<file path="src/verilog/frontend_ctrl_pkg.sv">
/*
  Shared constants and carrier types for the front end control block:
  register offsets, field positions, strap-selected defaults, serial frame
  layout and reset timing. Assumes nothing beyond a SystemVerilog compiler.
*/
`default_nettype none

package frontend_ctrl_pkg;

  localparam int ADDR_W = 7;
  localparam int DATA_W = 8;

  localparam logic [ADDR_W-1:0] SOFT_RESET_CONTROL_ADDR = 7'h00;
  localparam logic [ADDR_W-1:0] ADC_POWER_OPTION_ADDR   = 7'h07;
  localparam logic [ADDR_W-1:0] TEST_MODE_CONTROL_ADDR  = 7'h0D;
  localparam logic [ADDR_W-1:0] RX_BIAS_ADJUST_ADDR     = 7'h13;

  // soft_reset_control fields
  localparam int SOFT_RESET_BIT    = 5;
  localparam int STRAP_CONFIG_BIT  = 1;
  localparam int STRAP_DUPLEX_BIT  = 0;
  // adc_power_option fields
  localparam int ADC_LOW_POWER_BIT = 4;
  // test_mode_control fields
  localparam int ANALOG_LOOP_BIT   = 7;
  localparam int DIGITAL_LOOP_BIT  = 6;
  localparam int RX_TRISTATE_BIT   = 5;
  // rx_bias_adjust fields
  localparam int COARSE_BIAS_MSB   = 7;
  localparam int COARSE_BIAS_LSB   = 5;
  localparam int FINE_BIAS_MSB     = 4;
  localparam int FINE_BIAS_LSB     = 3;
  localparam int CONV_BIAS_MSB     = 2;
  localparam int CONV_BIAS_LSB     = 0;

  localparam logic [2:0] CONV_BIAS_LOW_POWER = 3'h3;

  // adc option defaults indexed by {duplex strap, config strap}; the other defaults are fixed
  localparam logic [DATA_W-1:0] ADC_OPTION_DEFAULT [4] = '{8'h00, 8'h10, 8'h00, 8'h00};
  localparam logic [DATA_W-1:0] TEST_MODE_DEFAULT      = 8'h00;
  localparam logic [DATA_W-1:0] RX_BIAS_DEFAULT        = 8'h00;
  localparam logic [DATA_W-1:0] SOFT_RESET_DEFAULT     = 8'h00;

  // serial frame: read flag, 7-bit address, 8 data bits, msb first
  localparam int FRAME_BITS  = 16;
  localparam int HEADER_BITS = 8;

  localparam int CLK_PERIOD_NS     = 50;
  localparam int HW_RESET_MIN_NS   = 50;
  localparam int HW_RESET_MIN_CYC  =
    (HW_RESET_MIN_NS + CLK_PERIOD_NS - 1) / CLK_PERIOD_NS < 1 ? 1 :
    (HW_RESET_MIN_NS + CLK_PERIOD_NS - 1) / CLK_PERIOD_NS;

  typedef struct packed {
    logic       full_duplex;
    logic       config_sel;
  } strap_type;

  typedef struct packed {
    logic [2:0] coarse;
    logic [1:0] fine;
    logic [2:0] conv;
  } bias_settings_type;

  typedef enum logic [0:0] {
    PH_HEADER,
    PH_DATA
  } spi_phase_type;

endpackage

`default_nettype wire

</file>
<file path="src/verilog/frontend_reset_bias_loopback_ctrl.sv">
/*
  Control logic of the modem front end: strap-selected register defaults,
  hardware and software reset sequencing, receive bias settings and the
  loop-back and receive three-state test modes, reached over the serial
  configuration port. Assumes all pins, including the serial clock, are
  synchronous to ref_clk and that the serial clock runs well below it.
*/
// Notes on behaviour
// (RL1) bias register: coarse 7:5, fine 4:3, converter 2:0
// (RL2) bias register resets to all zeros
// (RL3) converter low-power bit equals converter bias 011
// (RL4) duplex strap low half, high full duplex
// (RL5) register defaults chosen from both strap pins
// (RL6) serial port ignored while its select is high
// (RL7) hardware or soft reset restores strap-defined state
// (RL8) calibration starts after hardware reset only
// (RL9) resets never flush transmit interpolation path
// (RL10) host holds reset pin low at least 50 ns
// (RL11) registers take defaults as soon as pin falls
// (RL12) calibration begins when reset pin rises
// (RL13) host keeps reset low 10 ms after power-up
// (RL14) analog loop-back feeds converter words to transmit path
// (RL15) digital loop-back drives receive port from transmit port
// (RL16) receive three-state bit floats receive port
// (RL17) soft reset bit clears itself after acting
`timescale 1ns/1ps
`default_nettype none

module frontend_reset_bias_loopback_ctrl
  import frontend_ctrl_pkg::*;
#(
  parameter int CONV_W = 12,
  parameter int PORT_W = 6
) (
  input  wire logic              ref_clk,            // device digital clock
  input  wire logic              reset,              // system reset, sync, active high
  input  wire logic              hw_reset_n,         // hardware reset pin, active low
  input  wire logic              duplex_strap,       // low half, high full duplex
  input  wire logic              default_set_strap,  // second default-selection strap
  input  wire logic              serial_port_select, // low enables the serial port
  input  wire logic              spi_clk,            // serial clock
  input  wire logic              spi_sdi,            // serial data in
  output logic                   spi_sdo,            // serial data out
  output logic                   spi_sdo_oe,         // serial data out enable
  input  wire logic [CONV_W-1:0] conv_word,          // converter output word
  input  wire logic [CONV_W-1:0] tx_word,            // transmit word from interface
  output logic [CONV_W-1:0]      tx_path_word,       // word into interpolation filters
  input  wire logic [PORT_W-1:0] rx_port_src,        // normal receive port data
  input  wire logic [PORT_W-1:0] tx_port_pins,       // transmit data port pins
  output logic [PORT_W-1:0]      rx_port_out,        // receive data port drive
  output logic                   rx_port_oe,         // receive port output enable
  output logic                   full_duplex,        // latched duplex selection
  output bias_settings_type      bias,               // effective bias settings
  output logic                   conv_low_power,     // converter low-power bit
  output logic                   analog_loop,        // analog loop-back active
  output logic                   cal_start           // calibration start pulse
);

  logic [DATA_W-1:0] adc_option_q;
  logic [DATA_W-1:0] test_mode_q;
  logic [DATA_W-1:0] rx_bias_q;
  logic              soft_reset_q;
  strap_type         strap_q;
  strap_type         strap_now;
  logic              hw_reset_n_q;
  logic              restore;
  logic              hw_low;

  assign strap_now = '{full_duplex: duplex_strap, config_sel: default_set_strap};
  assign hw_low    = !hw_reset_n;
  assign restore   = hw_low || soft_reset_q; // [RL7]

  // straps are caught while any reset holds, then kept steady
  always_ff @(posedge ref_clk) begin
    if (reset || restore) begin
      strap_q <= strap_now; // [RL5]
    end
  end

  always_ff @(posedge ref_clk) begin
    if (reset) begin
      full_duplex <= 1'b0;
    end else begin
      full_duplex <= strap_q.full_duplex; // [RL4]
    end
  end

  // reset pin edge tracking; a single low cycle is the shortest pulse seen
  always_ff @(posedge ref_clk) begin
    if (reset) begin
      hw_reset_n_q <= 1'b1;
      cal_start    <= 1'b0;
    end else begin
      hw_reset_n_q <= hw_reset_n;
      cal_start    <= hw_reset_n && !hw_reset_n_q; // [RL8] [RL12]
    end
  end

  // serial port
  spi_phase_type      phase_q;
  logic               spi_clk_q;
  logic [3:0]         bit_cnt_q;
  logic [DATA_W-1:0]  shift_in_q;
  logic               read_q;
  logic [ADDR_W-1:0]  addr_q;
  logic [DATA_W-1:0]  shift_out_q;
  logic               sclk_rise;
  logic               sclk_fall;
  logic               port_on;
  logic [DATA_W-1:0]  header_next;
  logic               wr_strobe;
  logic [DATA_W-1:0]  wr_data;
  logic [DATA_W-1:0]  rd_data;

  assign port_on     = !serial_port_select; // [RL6]
  assign sclk_rise   = port_on && spi_clk && !spi_clk_q;
  assign sclk_fall   = port_on && !spi_clk && spi_clk_q;
  assign header_next = {shift_in_q[DATA_W-2:0], spi_sdi};
  assign wr_strobe   = sclk_rise && (phase_q == PH_DATA) && !read_q
                       && (bit_cnt_q == 4'(FRAME_BITS - 1));
  assign wr_data     = {shift_in_q[DATA_W-2:0], spi_sdi};

  always_comb begin
    rd_data = 8'h00;
    case (header_next[ADDR_W-1:0])
      SOFT_RESET_CONTROL_ADDR: begin
        rd_data = SOFT_RESET_DEFAULT;
        rd_data[SOFT_RESET_BIT]   = soft_reset_q;
        rd_data[STRAP_CONFIG_BIT] = strap_q.config_sel;
        rd_data[STRAP_DUPLEX_BIT] = strap_q.full_duplex;
      end
      ADC_POWER_OPTION_ADDR:  rd_data = adc_option_q;
      TEST_MODE_CONTROL_ADDR: rd_data = test_mode_q;
      RX_BIAS_ADJUST_ADDR:    rd_data = rx_bias_q;
      default:                rd_data = 8'h00;
    endcase
  end

  always_ff @(posedge ref_clk) begin
    if (reset) begin
      spi_clk_q <= 1'b0;
    end else begin
      spi_clk_q <= spi_clk;
    end
  end

  // a high select aborts any frame in progress
  always_ff @(posedge ref_clk) begin
    if (reset || !port_on) begin
      phase_q     <= PH_HEADER;
      bit_cnt_q   <= 4'h0;
      shift_in_q  <= 8'h00;
      read_q      <= 1'b0;
      addr_q      <= 7'h00;
      shift_out_q <= 8'h00;
    end else if (sclk_rise) begin
      shift_in_q <= header_next;
      bit_cnt_q  <= bit_cnt_q + 4'h1;
      case (phase_q)
        PH_HEADER: begin
          if (bit_cnt_q == 4'(HEADER_BITS - 1)) begin
            phase_q     <= PH_DATA;
            read_q      <= header_next[DATA_W-1];
            addr_q      <= header_next[ADDR_W-1:0];
            shift_out_q <= rd_data;
          end
        end
        PH_DATA: begin
          if (bit_cnt_q == 4'(FRAME_BITS - 1)) begin
            phase_q <= PH_HEADER;
          end
        end
        default: phase_q <= PH_HEADER;
      endcase
    end else if (sclk_fall && phase_q == PH_DATA && read_q && bit_cnt_q != 4'(HEADER_BITS)) begin
      shift_out_q <= {shift_out_q[DATA_W-2:0], 1'b0};
    end
  end

  // read data leaves msb first, changing on the falling serial edge
  always_ff @(posedge ref_clk) begin
    if (reset || !port_on) begin
      spi_sdo    <= 1'b0;
      spi_sdo_oe <= 1'b0;
    end else begin
      spi_sdo    <= shift_out_q[DATA_W-1];
      spi_sdo_oe <= (phase_q == PH_DATA) && read_q;
    end
  end

  // register bank; the pin low reloads defaults every cycle it stays low
  always_ff @(posedge ref_clk) begin
    if (reset || restore) begin
      adc_option_q <= ADC_OPTION_DEFAULT[{strap_now.full_duplex, strap_now.config_sel}]; // [RL11]
      test_mode_q  <= TEST_MODE_DEFAULT;
      rx_bias_q    <= RX_BIAS_DEFAULT; // [RL2]
    end else if (wr_strobe) begin
      case (addr_q)
        ADC_POWER_OPTION_ADDR:  adc_option_q <= wr_data;
        TEST_MODE_CONTROL_ADDR: test_mode_q  <= wr_data;
        RX_BIAS_ADJUST_ADDR:    rx_bias_q    <= wr_data;
        default: ;
      endcase
    end
  end

  // the bit lives one cycle: it restores defaults, then reads back zero
  always_ff @(posedge ref_clk) begin
    if (reset || hw_low || soft_reset_q) begin
      soft_reset_q <= 1'b0; // [RL17]
    end else if (wr_strobe && addr_q == SOFT_RESET_CONTROL_ADDR) begin
      soft_reset_q <= wr_data[SOFT_RESET_BIT]; // [RL7]
    end
  end

  // bias and mode outputs
  always_ff @(posedge ref_clk) begin
    if (reset) begin
      bias           <= '0;
      conv_low_power <= 1'b0;
      analog_loop    <= 1'b0;
    end else begin
      bias.coarse    <= rx_bias_q[COARSE_BIAS_MSB:COARSE_BIAS_LSB]; // [RL1]
      bias.fine      <= rx_bias_q[FINE_BIAS_MSB:FINE_BIAS_LSB];     // [RL1]
      bias.conv      <= adc_option_q[ADC_LOW_POWER_BIT] ? CONV_BIAS_LOW_POWER // [RL3]
                        : rx_bias_q[CONV_BIAS_MSB:CONV_BIAS_LSB];   // [RL1]
      conv_low_power <= adc_option_q[ADC_LOW_POWER_BIT];
      analog_loop    <= test_mode_q[ANALOG_LOOP_BIT];
    end
  end

  // transmit path feed: only system reset touches it, so filter contents
  // and the word in flight survive hardware and soft resets
  always_ff @(posedge ref_clk) begin
    if (reset) begin
      tx_path_word <= '0;
    end else begin
      tx_path_word <= test_mode_q[ANALOG_LOOP_BIT] ? conv_word : tx_word; // [RL14] [RL9]
    end
  end

  // receive port drive
  always_ff @(posedge ref_clk) begin
    if (reset) begin
      rx_port_out <= '0;
      rx_port_oe  <= 1'b0;
    end else begin
      rx_port_out <= test_mode_q[DIGITAL_LOOP_BIT] ? tx_port_pins : rx_port_src; // [RL15]
      rx_port_oe  <= !test_mode_q[RX_TRISTATE_BIT]; // [RL16]
    end
  end

endmodule

`default_nettype wire

</file>
<file path="config.mk">
export PLATFORM = sky130hd
export DESIGN_NAME = frontend_reset_bias_loopback_ctrl
export DESIGN_NICKNAME = d
export VERILOG_FILES = /design/src/verilog/frontend_ctrl_pkg.sv /design/src/verilog/frontend_reset_bias_loopback_ctrl.sv
export SDC_FILE = /design/constraint.sdc
export NUM_CORES = 1
export LEC_CHECK = 0
export ABC_AREA = 1
export BUFFER_PORTS_ARGS = -buffer_cell sky130_fd_sc_hd__buf_4
export CAP_MARGIN = 20
export CORE_ASPECT_RATIO = 0.7
export CORE_MARGIN = 5
export CORE_UTILIZATION = 40
export DETAILED_ROUTE_END_ITERATION = 8
export SYNTH_ARGS = -nofsm -noshare
export SYNTH_HDL_FRONTEND = slang
export SYNTH_SLANG_ARGS = --single-unit
</file>
<file path="constraint.sdc">
create_clock -name ref_clk -period 2.53 [get_ports ref_clk]
set_clock_uncertainty 0.2 [all_clocks]
set_input_delay 0.3795 -clock ref_clk [delete_from_list [all_inputs] [get_ports ref_clk]]
set_output_delay 0.3795 -clock ref_clk [all_outputs]
set_load 0.05 [all_outputs]
</file>
-- Word-level counts from Yosys, hierarchy flattened
Index checks and enable logic that the tools add are counted.
- word-level logic and storage cells: 95
- output and inout port bits: 33
- register bits after elaboration: 90
- $lt $le $gt $ge: 1
- reductions and logical operators: 36
- mux-type cells: 17
- add/subtract/negate cells: 1
- bitwise logic cells: 2
- equal/unequal tests: 11
- operators with widths (kind ; count):
    8-bit 2-to-1 mux ; 9
    8-bit one-hot mux with 4 select lines ; 1
    8-bit binary-select mux with 2-bit select ; 1
    7-bit by 3-bit == test with 1-bit output (second input constant) ; 2
    7-bit by 4-bit == test with 1-bit output (second input constant) ; 2
    7-bit by 5-bit == test with 1-bit output (second input constant) ; 2
    7-bit logical NOT ; 2
    1-bit logical AND ; 13
    12-bit 2-to-1 mux ; 1
    1-bit logical NOT ; 7
    6-bit 2-to-1 mux ; 1
    2-bit AND reduction ; 3
    3-bit AND reduction ; 2
    2-bit nonzero test ; 3
    1-bit logical OR ; 5
    4-bit by 1-bit adder with 4-bit output (second input constant) ; 1
    4-bit by 3-bit == test with 1-bit output (second input constant) ; 1
    4-bit == test (second input constant) ; 1
    4-bit inequality test (second input constant) ; 1
    3-bit >= comparator (second input constant) ; 1
    2-bit inverter with 3-bit output ; 1
    1-bit 2-to-1 mux ; 2
    2-bit 2-to-1 mux ; 1
    2-bit by 1-bit inequality test with 1-bit output (second input constant) ; 1
    4 further kinds ; 4

-- Longest topological paths before layout
Gate-level depths: netlist of the first run.
- word-level depth: 8
- mapped depth: 10
- depth with buffers taken out: 10

-- Least setup slack after synthesis of the first run
No wires, ideal clock.
- kind: reg2reg
- start: register bit_cnt_q[0]
- end: register adc_option_q[0], enable pin
- data arrival time: 1.280 ns
- slack: 0.721 ns
- cell stages (with the launch flop): 6
- period minus slack after synthesis: 1.809 ns
- library setup time: 0.329 ns
- cell sequence: dfxtp_1 > ha_1 > nand3_1 > nor4_4 > nand4_1 > nand2_1
- word-level cells in the longest chain between the ends: 4
- RTL lines (element ; RTL line ; text):
    start, declared ; frontend_reset_bias_loopback_ctrl.sv:102 ; logic [3:0] bit_cnt_q;
    start signal, assigned ; frontend_reset_bias_loopback_ctrl.sv:158 ; bit_cnt_q <= bit_cnt_q + 4'h1;
    4-bit == test ; frontend_reset_bias_loopback_ctrl.sv:120 ; && (bit_cnt_q == 4'(FRAME_BITS - 1));
    1-bit logical AND ; frontend_reset_bias_loopback_ctrl.sv:120 ;
    2-bit nonzero test (no source line) ; n/a ;
    2-bit AND reduction (no source line) ; n/a ;
    end signal, assigned ; frontend_reset_bias_loopback_ctrl.sv:194 ; adc_option_q <= ADC_OPTION_DEFAULT[{strap_now.full_duplex, strap_now.config_sel}];
    end signal, assigned ; frontend_reset_bias_loopback_ctrl.sv:199 ; ADC_POWER_OPTION_ADDR: adc_option_q <= wr_data;
    end, declared ; frontend_reset_bias_loopback_ctrl.sv:59 ; logic [DATA_W-1:0] adc_option_q;
No other way between the ends.
A chain may end at the register's enable or synchronous reset.

-- Worst setup path after layout of the first run
- start: register bit_cnt_q[0]
- end: register adc_option_q[5], enable pin
Same word-level chain as after synthesis.

==> key figures, run 1 <==
Run status
  – Status: complete, no violations

Die
  – DIE AREA: 0.0110 mm^2
  – Initial Utilization: 0.417
  – Std cell rows: 28
  – Die span in y: 89.3 um
  – Core Area: 0.00862 mm^2
  – Die width: 123 um
  – I/O pins: 77

Timing
  – Tmin final: 2.10 ns
  – Slew margin rel.: 0.697
  – Final setup viols: 0
  – Final hold viol count: 0
  – Sum Neg Setup Slack: 0 ns
  – Maximum clock rate: 477 MHz
  – Unrepaired setup endpoints after global routing: no
  – Hold WS: 0.0156 ns
  – Worst Slack Setup Final: 0.435 ns
  – Final worst-path cycle share: 0.828
  – Worst slew pin tran: 0.454 ns
  – Max-slew violations: 0

Synthesis
  – Complex-gate fraction of the synthesized area: 0.127
  – Avg Inst Size Synth: 7.76 um^2
  – Post-Synth Adder-Cell Area: 0.00697
  – Sequential share of the synthesized area: 0.529
  – Syn Std Cell Area: 0.00359 mm^2
  – Cells after synthesis: 463
  – Flop and latch count out of synthesis: 90
  – Most common cell in the synthesized netlist: nor2_1
  – Synth area leaders: dfxtp_1, nor2_1, edfxtp_1
  – Syn Nets: 509
  – Post-synth top cells: nor2_1, dfxtp_1, nand2_1
  – Largest family of logic cells by synthesized area: simple AND/OR/NAND/NOR gates
  – EDFF count, synth: 10
  – Ys async rst share: 0
  – Multiplexer share of the synthesized area: 0
  – Synth area leader: dfxtp_1
  – Post-synth top area share: 0.446
  – Unique masters post-synth: 29
  – Yosys warning count: 0
  – Xor and xnor area share after synthesis: 0
  – Post-synth top flop: dfxtp_1
  – Post-synthesis simple-gate area fraction: 0.268

Global routing
  – Grt ovf: 0
  – Layer carrying the most global-route usage: met1
  – GR Layer Usage met3: 0.0538
  – Met2 Use GR: 0.262
  – Number of global-route vias before repair: 2920
  – First-pass GRT wire length: 15600 um
  – Met1 usage: 0.281
  – Overall Global Routing Usage: 0.188
  – Antenna violations before repair: 0
  – Maximum number of pins on one net before global-route repair: 26

Layout
  – Final std cell area, no fill: 0.00459 mm^2
  – Nets@finish: 585
  – Fraction of layout cells with a size suffix above 1: 0.213
  – Area grow syn2layout: 27.8%
  – Ant. Diodes: 0
  – Fillers: 859

Critical path
  – R2R Path Start: bit_cnt_q[0]
  – R2R Setup Slk: 0.43 ns
  – Critical path fanouts, max: 8
  – Worst path arrival time: 1.91 ns
  – Crit Path Class: reg -> reg
  – R2r worst-path depth: 5
  – Crit start category: flip-flop
  – Crit path required time: 2.34 ns
  – R2r endpoint: adc_option_q[5]
  – Critical path endpoint category: flip-flop

Drt
  – DRT iter0 DRCs: 253
  – Wire per inst: 14.5 um
  – Vias per cell: 4.82
  – DRT Pass-1 Iters: 5
  – Routed Antenna Nets: 0
  – Total number of vias: 3202
  – Drt drc: 0
  – Final WL: 9610 um

Placement
  – Placed Area: 0.00427 mm^2
  – Worst setup slack after placement: 0.416 ns
  – Routability Congestion: 0.877
  – Post-DP HPWL: 7160 um
  – PortBufs: 76

Clock network
  – Post-CTS setup buffers: 0
  – Worst skew pair latency: 0.34 ns
  – CTS tree: done
  – Clock sink total: 90
  – Cts repair resizes: 0
  – Clk slew on worst S/H paths: 0.06 ns
  – Root buffer cell: clkbuf_16
  – Hold buffer count at cts: 0
  – CTS Buffer Depth: 2
  – H-tree depth: 3
  – Total CTS buffers: 9

Power
  – Sequential share of power: 0.472
  – Leak: 1.94 nW
  – Total power divided by cell area: 694 mW/mm^2
  – Internal: 0.00243 W
  – Switching share of total power: 0.238
  – Max IR drop VDD: 433 uV
  – Gate power share: 0.085
  – Clock Power Share: 0.444
  – Net Switching: 0.000757 W

Hold path
  – HP Class: in -> reg
  – Critical hold path startpoint: duplex_strap
  – WHS Path Cells: 1
  – Hold EP: strap_q[1]

Job
  – Max Cap Viol: 0
[worst max-delay path, stage by stage, from the launching register on]
cell and delay (ns):
dfxtp_1 0.36, ha_1 0.23, nand3_1 0.16, nor4_4 0.38
nand4_1 0.14, nand2_1 0.30
[worst max-delay path by stage]
stage                            start         endpoint  slack, ns  cells past startpoint
floorplan                 bit_cnt_q[0]  adc_option_q[0]       0.72                      5
global placement    serial_port_select  adc_option_q[1]       0.48                      6
CTS                       bit_cnt_q[0]  adc_option_q[7]       0.44                      5
finish                    bit_cnt_q[0]  adc_option_q[5]       0.43                      5
global route              bit_cnt_q[0]  adc_option_q[7]       0.32                      5
detailed placement  serial_port_select  adc_option_q[0]       0.42                      6
[logic make-up after synthesis]
kind of cell               after synthesis
and+or+nand+nor                        221
AOI/OAI and AO/OA                       89
DFF                                     90
adders and majority gates                2
buffers and inverters                   61
[power by group through the flow]
stage / clock, W / sequential, W / combinational, W
final: 0.00141 / 0.00150 / 0.000269
after detailed placement: 0 / 0.00153 / 0.000269
after floorplan: 0 / 0.00160 / 0.0000823
after CTS: 0.00144 / 0.00150 / 0.000270
after global routing: 0.00150 / 0.00151 / 0.000294
after global placement: 0 / 0.00153 / 0.000267
[layout make-up]
cell class,instances,area (um^2),area share
multi-input cells,312,1440,0.314
clock inverters,5,60.1,0.0131
inverters,47,181,0.0395
well taps,120,150,0.0327
flip-flops and latches,90,1900,0.414
repair buffers,79,593,0.129
clock buffers,11,264,0.0575
[state kept, by name, summed over array words and instances (netlist names), 2 cells and up]
name          count
addr_q            7
shift_in_q        7
tx_path_word     12
test_mode_q       8
strap_q           2
rx_port_out       6
bit_cnt_q         4
shift_out_q       8
rx_bias_q         8
adc_option_q      8
bias              8
[metal layers]
layer / share of wire / vias up / routed length [um]
met5: 0 / - / 0
met4: 0.011 / 0 / 110
met3: 0.066 / 9 / 635
met2: 0.41 / 85 / 3920
met1: 0.51 / 1464 / 4950
li1: - / 1644 / -
[layout by cell type (no fill, tap or decap), types with 5 or more instances in the layout]
cell type	count
buf_4	79
o21ai_1	5
a21oi_1	27
nor2_1	110
nand2_1	64
clkbuf_16	10
o21ai_0	53
dfxtp_1	80
nand3_1	23
edfxtp_1	10
nor2_2	6
inv_1	40
[metrics by stage]
stage / std cells / utilization / total power [W]
final: 664 / 0.533 / 0.00319
after detailed placement: 648 / 0.495 / 0.00180
after floorplan: 463 / - / 0.00168
after CTS: 664 / 0.533 / 0.00321
after global placement: 648 / 0.495 / 0.00180
after global routing: 664 / 0.533 / 0.00330
Note: power is estimated with default switching activity, not from simulation.
==> inputs of run 2 (changes only) <==
==> constraint.sdc (replaced) <==
create_clock -name ref_clk -period 2.02 [get_ports ref_clk]
set_clock_uncertainty 0.2 [all_clocks]
set_input_delay 0.303 -clock ref_clk [delete_from_list [all_inputs] [get_ports ref_clk]]
set_output_delay 0.303 -clock ref_clk [all_outputs]
set_load 0.05 [all_outputs]
==> run 2 against run 1 <==
- register-to-register slack worse by 0.34 ns
- largest cell class unchanged
- routed wire length up 2.4%
- final area rose by 6.6%
- first-iteration DRC count is 9.1% higher
- highest routed layer unchanged
- via count up 4.1%
- sequential share of layout area is 2.6 points lower
- largest power group is now clock
- core utilization up 3.5 points
==> key figures, run 2 (synthesis gave the netlist of run 1 again) <==
Die
  – DIE AREA: 0.0110 mm^2 (unchanged)
  – Std cell rows: 28 (unchanged)
  – I/O pins: 77 (unchanged)
  – Die width: 123 um (unchanged)
  – Core Area: 0.00862 mm^2 (unchanged)
  – Initial Utilization: 0.417 (unchanged)
  – Die span in y: 89.3 um (unchanged)

Layout
  – Most frequent cells in the layout: nor2_1, buf_4, dfxtp_1
  – Fillers: 818 (-4.8%)
  – Top reg by flops: tx_path_word
  – Max reg flops: 12 (unchanged)
  – Commonest non-fill, non-tap cell in the layout: nor2_1
  – Ant. Diodes: 0 (unchanged)
  – Nets@finish: 613 (+4.8%)
  – Fraction of layout cells with a size suffix above 1: 0.219 (+0.00530)
  – Area grow syn2layout: 36.3%

Critical path
  – Worst path arrival time: 1.95 ns (+0.04 ns)
  – Critical path buffers and inverters: 1 (+1)
  – R2r worst-path depth: 7 (+2)
  – Critical path endpoint category: flip-flop
  – Crit start category: flip-flop
  – CP delay by family, top: simple AND/OR/NAND/NOR gates
  – Critical path fanouts, max: 9 (+1)
  – Slowest CP cell: dfxtp_1
  – Crit-path cells: ha_1 -> nand3_1 -> nor4_4 -> buf_4 -> nand2_2 -> o21ai_0 -> nor2_1
  – Crit path required time: 2.05 ns (-0.29 ns)
  – Crit Path Class: reg -> reg
  – Slowest stage delay, CP: 0.35 ns (-0.03 ns)
  – Stages on the worst setup path: 7 (+2)

Timing
  – Tmin final: 1.93 ns (-0.170 ns)
  – Final setup viols: 0 (unchanged)
  – Unrepaired setup endpoints after global routing: yes
  – Final worst-path cycle share: 0.953 (+0.125)
  – Sum Neg Setup Slack: 0 ns (unchanged)
  – Max-slew violations: 0 (unchanged)
  – Slew margin rel.: 0.726 (+0.0292)
  – Worst Slack Setup Final: 0.0946 ns (-0.340 ns)
  – Final hold viol count: 0 (unchanged)
  – Maximum clock rate: 519 MHz (+8.8%)
  – Worst slew pin tran: 0.407 ns (-0.0470 ns)

Global routing
  – Overall Global Routing Usage: 0.191 (+0.00307)
  – First-pass GRT wire length: 16000 um (+2.9%)
  – Antenna violations before repair: 0 (unchanged)
  – Grt ovf: 0 (unchanged)
  – Maximum number of pins on one net before global-route repair: 20 (-23%)
  – Number of global-route vias before repair: 3024 (+3.6%)

Power
  – Net Switching: 0.000941 W (+24%)
  – Internal: 0.00328 W (+35%)
  – Total power divided by cell area: 861 mW/mm^2 (+24%)
  – Sequential share of power: 0.445 (-0.027)
  – Switching share of total power: 0.223 (-0.0145)
  – Clock Power Share: 0.465 (+0.021)
  – Gate power share: 0.090 (+0.005)
  – Leak: 2.08 nW (+7.5%)
  – Max IR drop VDD: 386 uV (-11%)

Drt
  – Drt drc: 0 (unchanged)
  – DRT Pass-1 Iters: 4 (-1)
  – Routed Antenna Nets: 0 (unchanged)
  – Total number of vias: 3332 (+4.1%)
  – DRT iter0 DRCs: 276 (+9.1%)
  – Final WL: 9840 um (+2.4%)
  – Vias per cell: 4.82 (-0.15%)
  – Wire per inst: 14.2 um (-1.8%)

Clock network
  – CTS tree: done
  – Worst skew pair latency: 0.34 ns (about the same)
  – CTS Buffer Depth: 2 (unchanged)
  – H-tree depth: 3 (unchanged)
  – Clk slew on worst S/H paths: 0.06 ns (about the same)
  – Post-CTS setup buffers: 0 (unchanged)
  – Root buffer cell: clkbuf_16
  – Total CTS buffers: 9 (unchanged)
  – Clock sink total: 90 (unchanged)

Placement
  – Post-DP HPWL: 7270 um (+1.5%)
  – Worst setup slack after placement: 0.0662 ns (-0.350 ns)
  – Routability Congestion: 0.878 (+0.18%)
  – PortBufs: 76 (unchanged)

Hold path
  – WHS Path Cells: 3 (+2)
  – HP Class: in -> reg

Job
  – Max Cap Viol: 0 (unchanged)

Run status
  – Status: complete, no violations
## run 2: cell count changes in the layout (fill, tap and decap cells not counted)
cell and change:
clkinv_2 -1, clkinv_4 -2, bufinv_16 +1, inv_6 +1
clkbuf_16 +1, buf_4 +8, dlygate4sd3_1 +20, nand2_1 -1
o21ai_1 +1, nand2_2 +1, o21ai_0 -1
## run 2: timing repair
action	CTS	global route
hold endpoints to repair	18	0
hold buffers	20	0
gates resized for setup	0	2
setup endpoints to repair	0	11
## run 2: area by class of cell
class / count / area [um^2] / area share
inverter: 47 / 181 / 0.0371
clock buffer: 12 / 289 / 0.0590
sequential: 90 / 1900 / 0.388
clock inverter: 4 / 76.3 / 0.0156
tap: 120 / 150 / 0.0307
timing repair buffer: 107 / 853 / 0.174
multi-input combinational: 312 / 1440 / 0.295
## run 2: per-layer routing
metal / track usage / wire, um
met1: 0.277 / 4870
met2: 0.277 / 4160
met3: 0.0481 / 617
met4: 0.0683 / 190
met5: 0 / 0
## run 2: power by group through the flow
stage	logic (W)	clock network (W)	registers, W
after floorplan	0.000103	0	0.00200
after global placement	0.000342	0	0.00192
after detailed placement	0.000345	0	0.00192
after CTS	0.000376	0.00199	0.00188
after global routing	0.000408	0.00209	0.00188
final	0.000378	0.00196	0.00188
## run 2: stage by stage
| step | std cells | total power (W) | cell area [um^2] | utilization | hold WS, ns |
|---|---|---|---|---|---|
| 2_1_floorplan | 463 | 0.00210 | 3590 | - | 0.168 |
| 3_3_place_gp | 656 | 0.00226 | 4330 | 0.502 | 0.172 |
| 3_5_place_dp | 656 | 0.00226 | 4330 | 0.502 | 0.178 |
| 4_1_cts | 692 | 0.00425 | 4890 | 0.568 | 0.000280 |
| 5_1_grt | 692 | 0.00438 | 4900 | 0.568 | 0.00867 |
| 6_report | 692 | 0.00422 | 4900 | 0.568 | 0.00467 |
## run 2: tightest hold or removal path, delay by kind of cell
family                 cells  cell delay, ns
AOI/OAI and AO/OA          1            0.06
buffers and inverters      1            0.07
and+or+nand+nor            1            0.07
## run 2: path summary, 6_finish.rpt
check	endpoint	start	slack [ns]
setup / recovery	test_mode_q[5]	bit_cnt_q[1]	0.09
hold / removal	tx_path_word[8]	tx_word[8]	0.005
setup reg to reg	test_mode_q[5]	bit_cnt_q[1]	0.09
hold reg to reg	cal_start	hw_reset_n_q	0.19
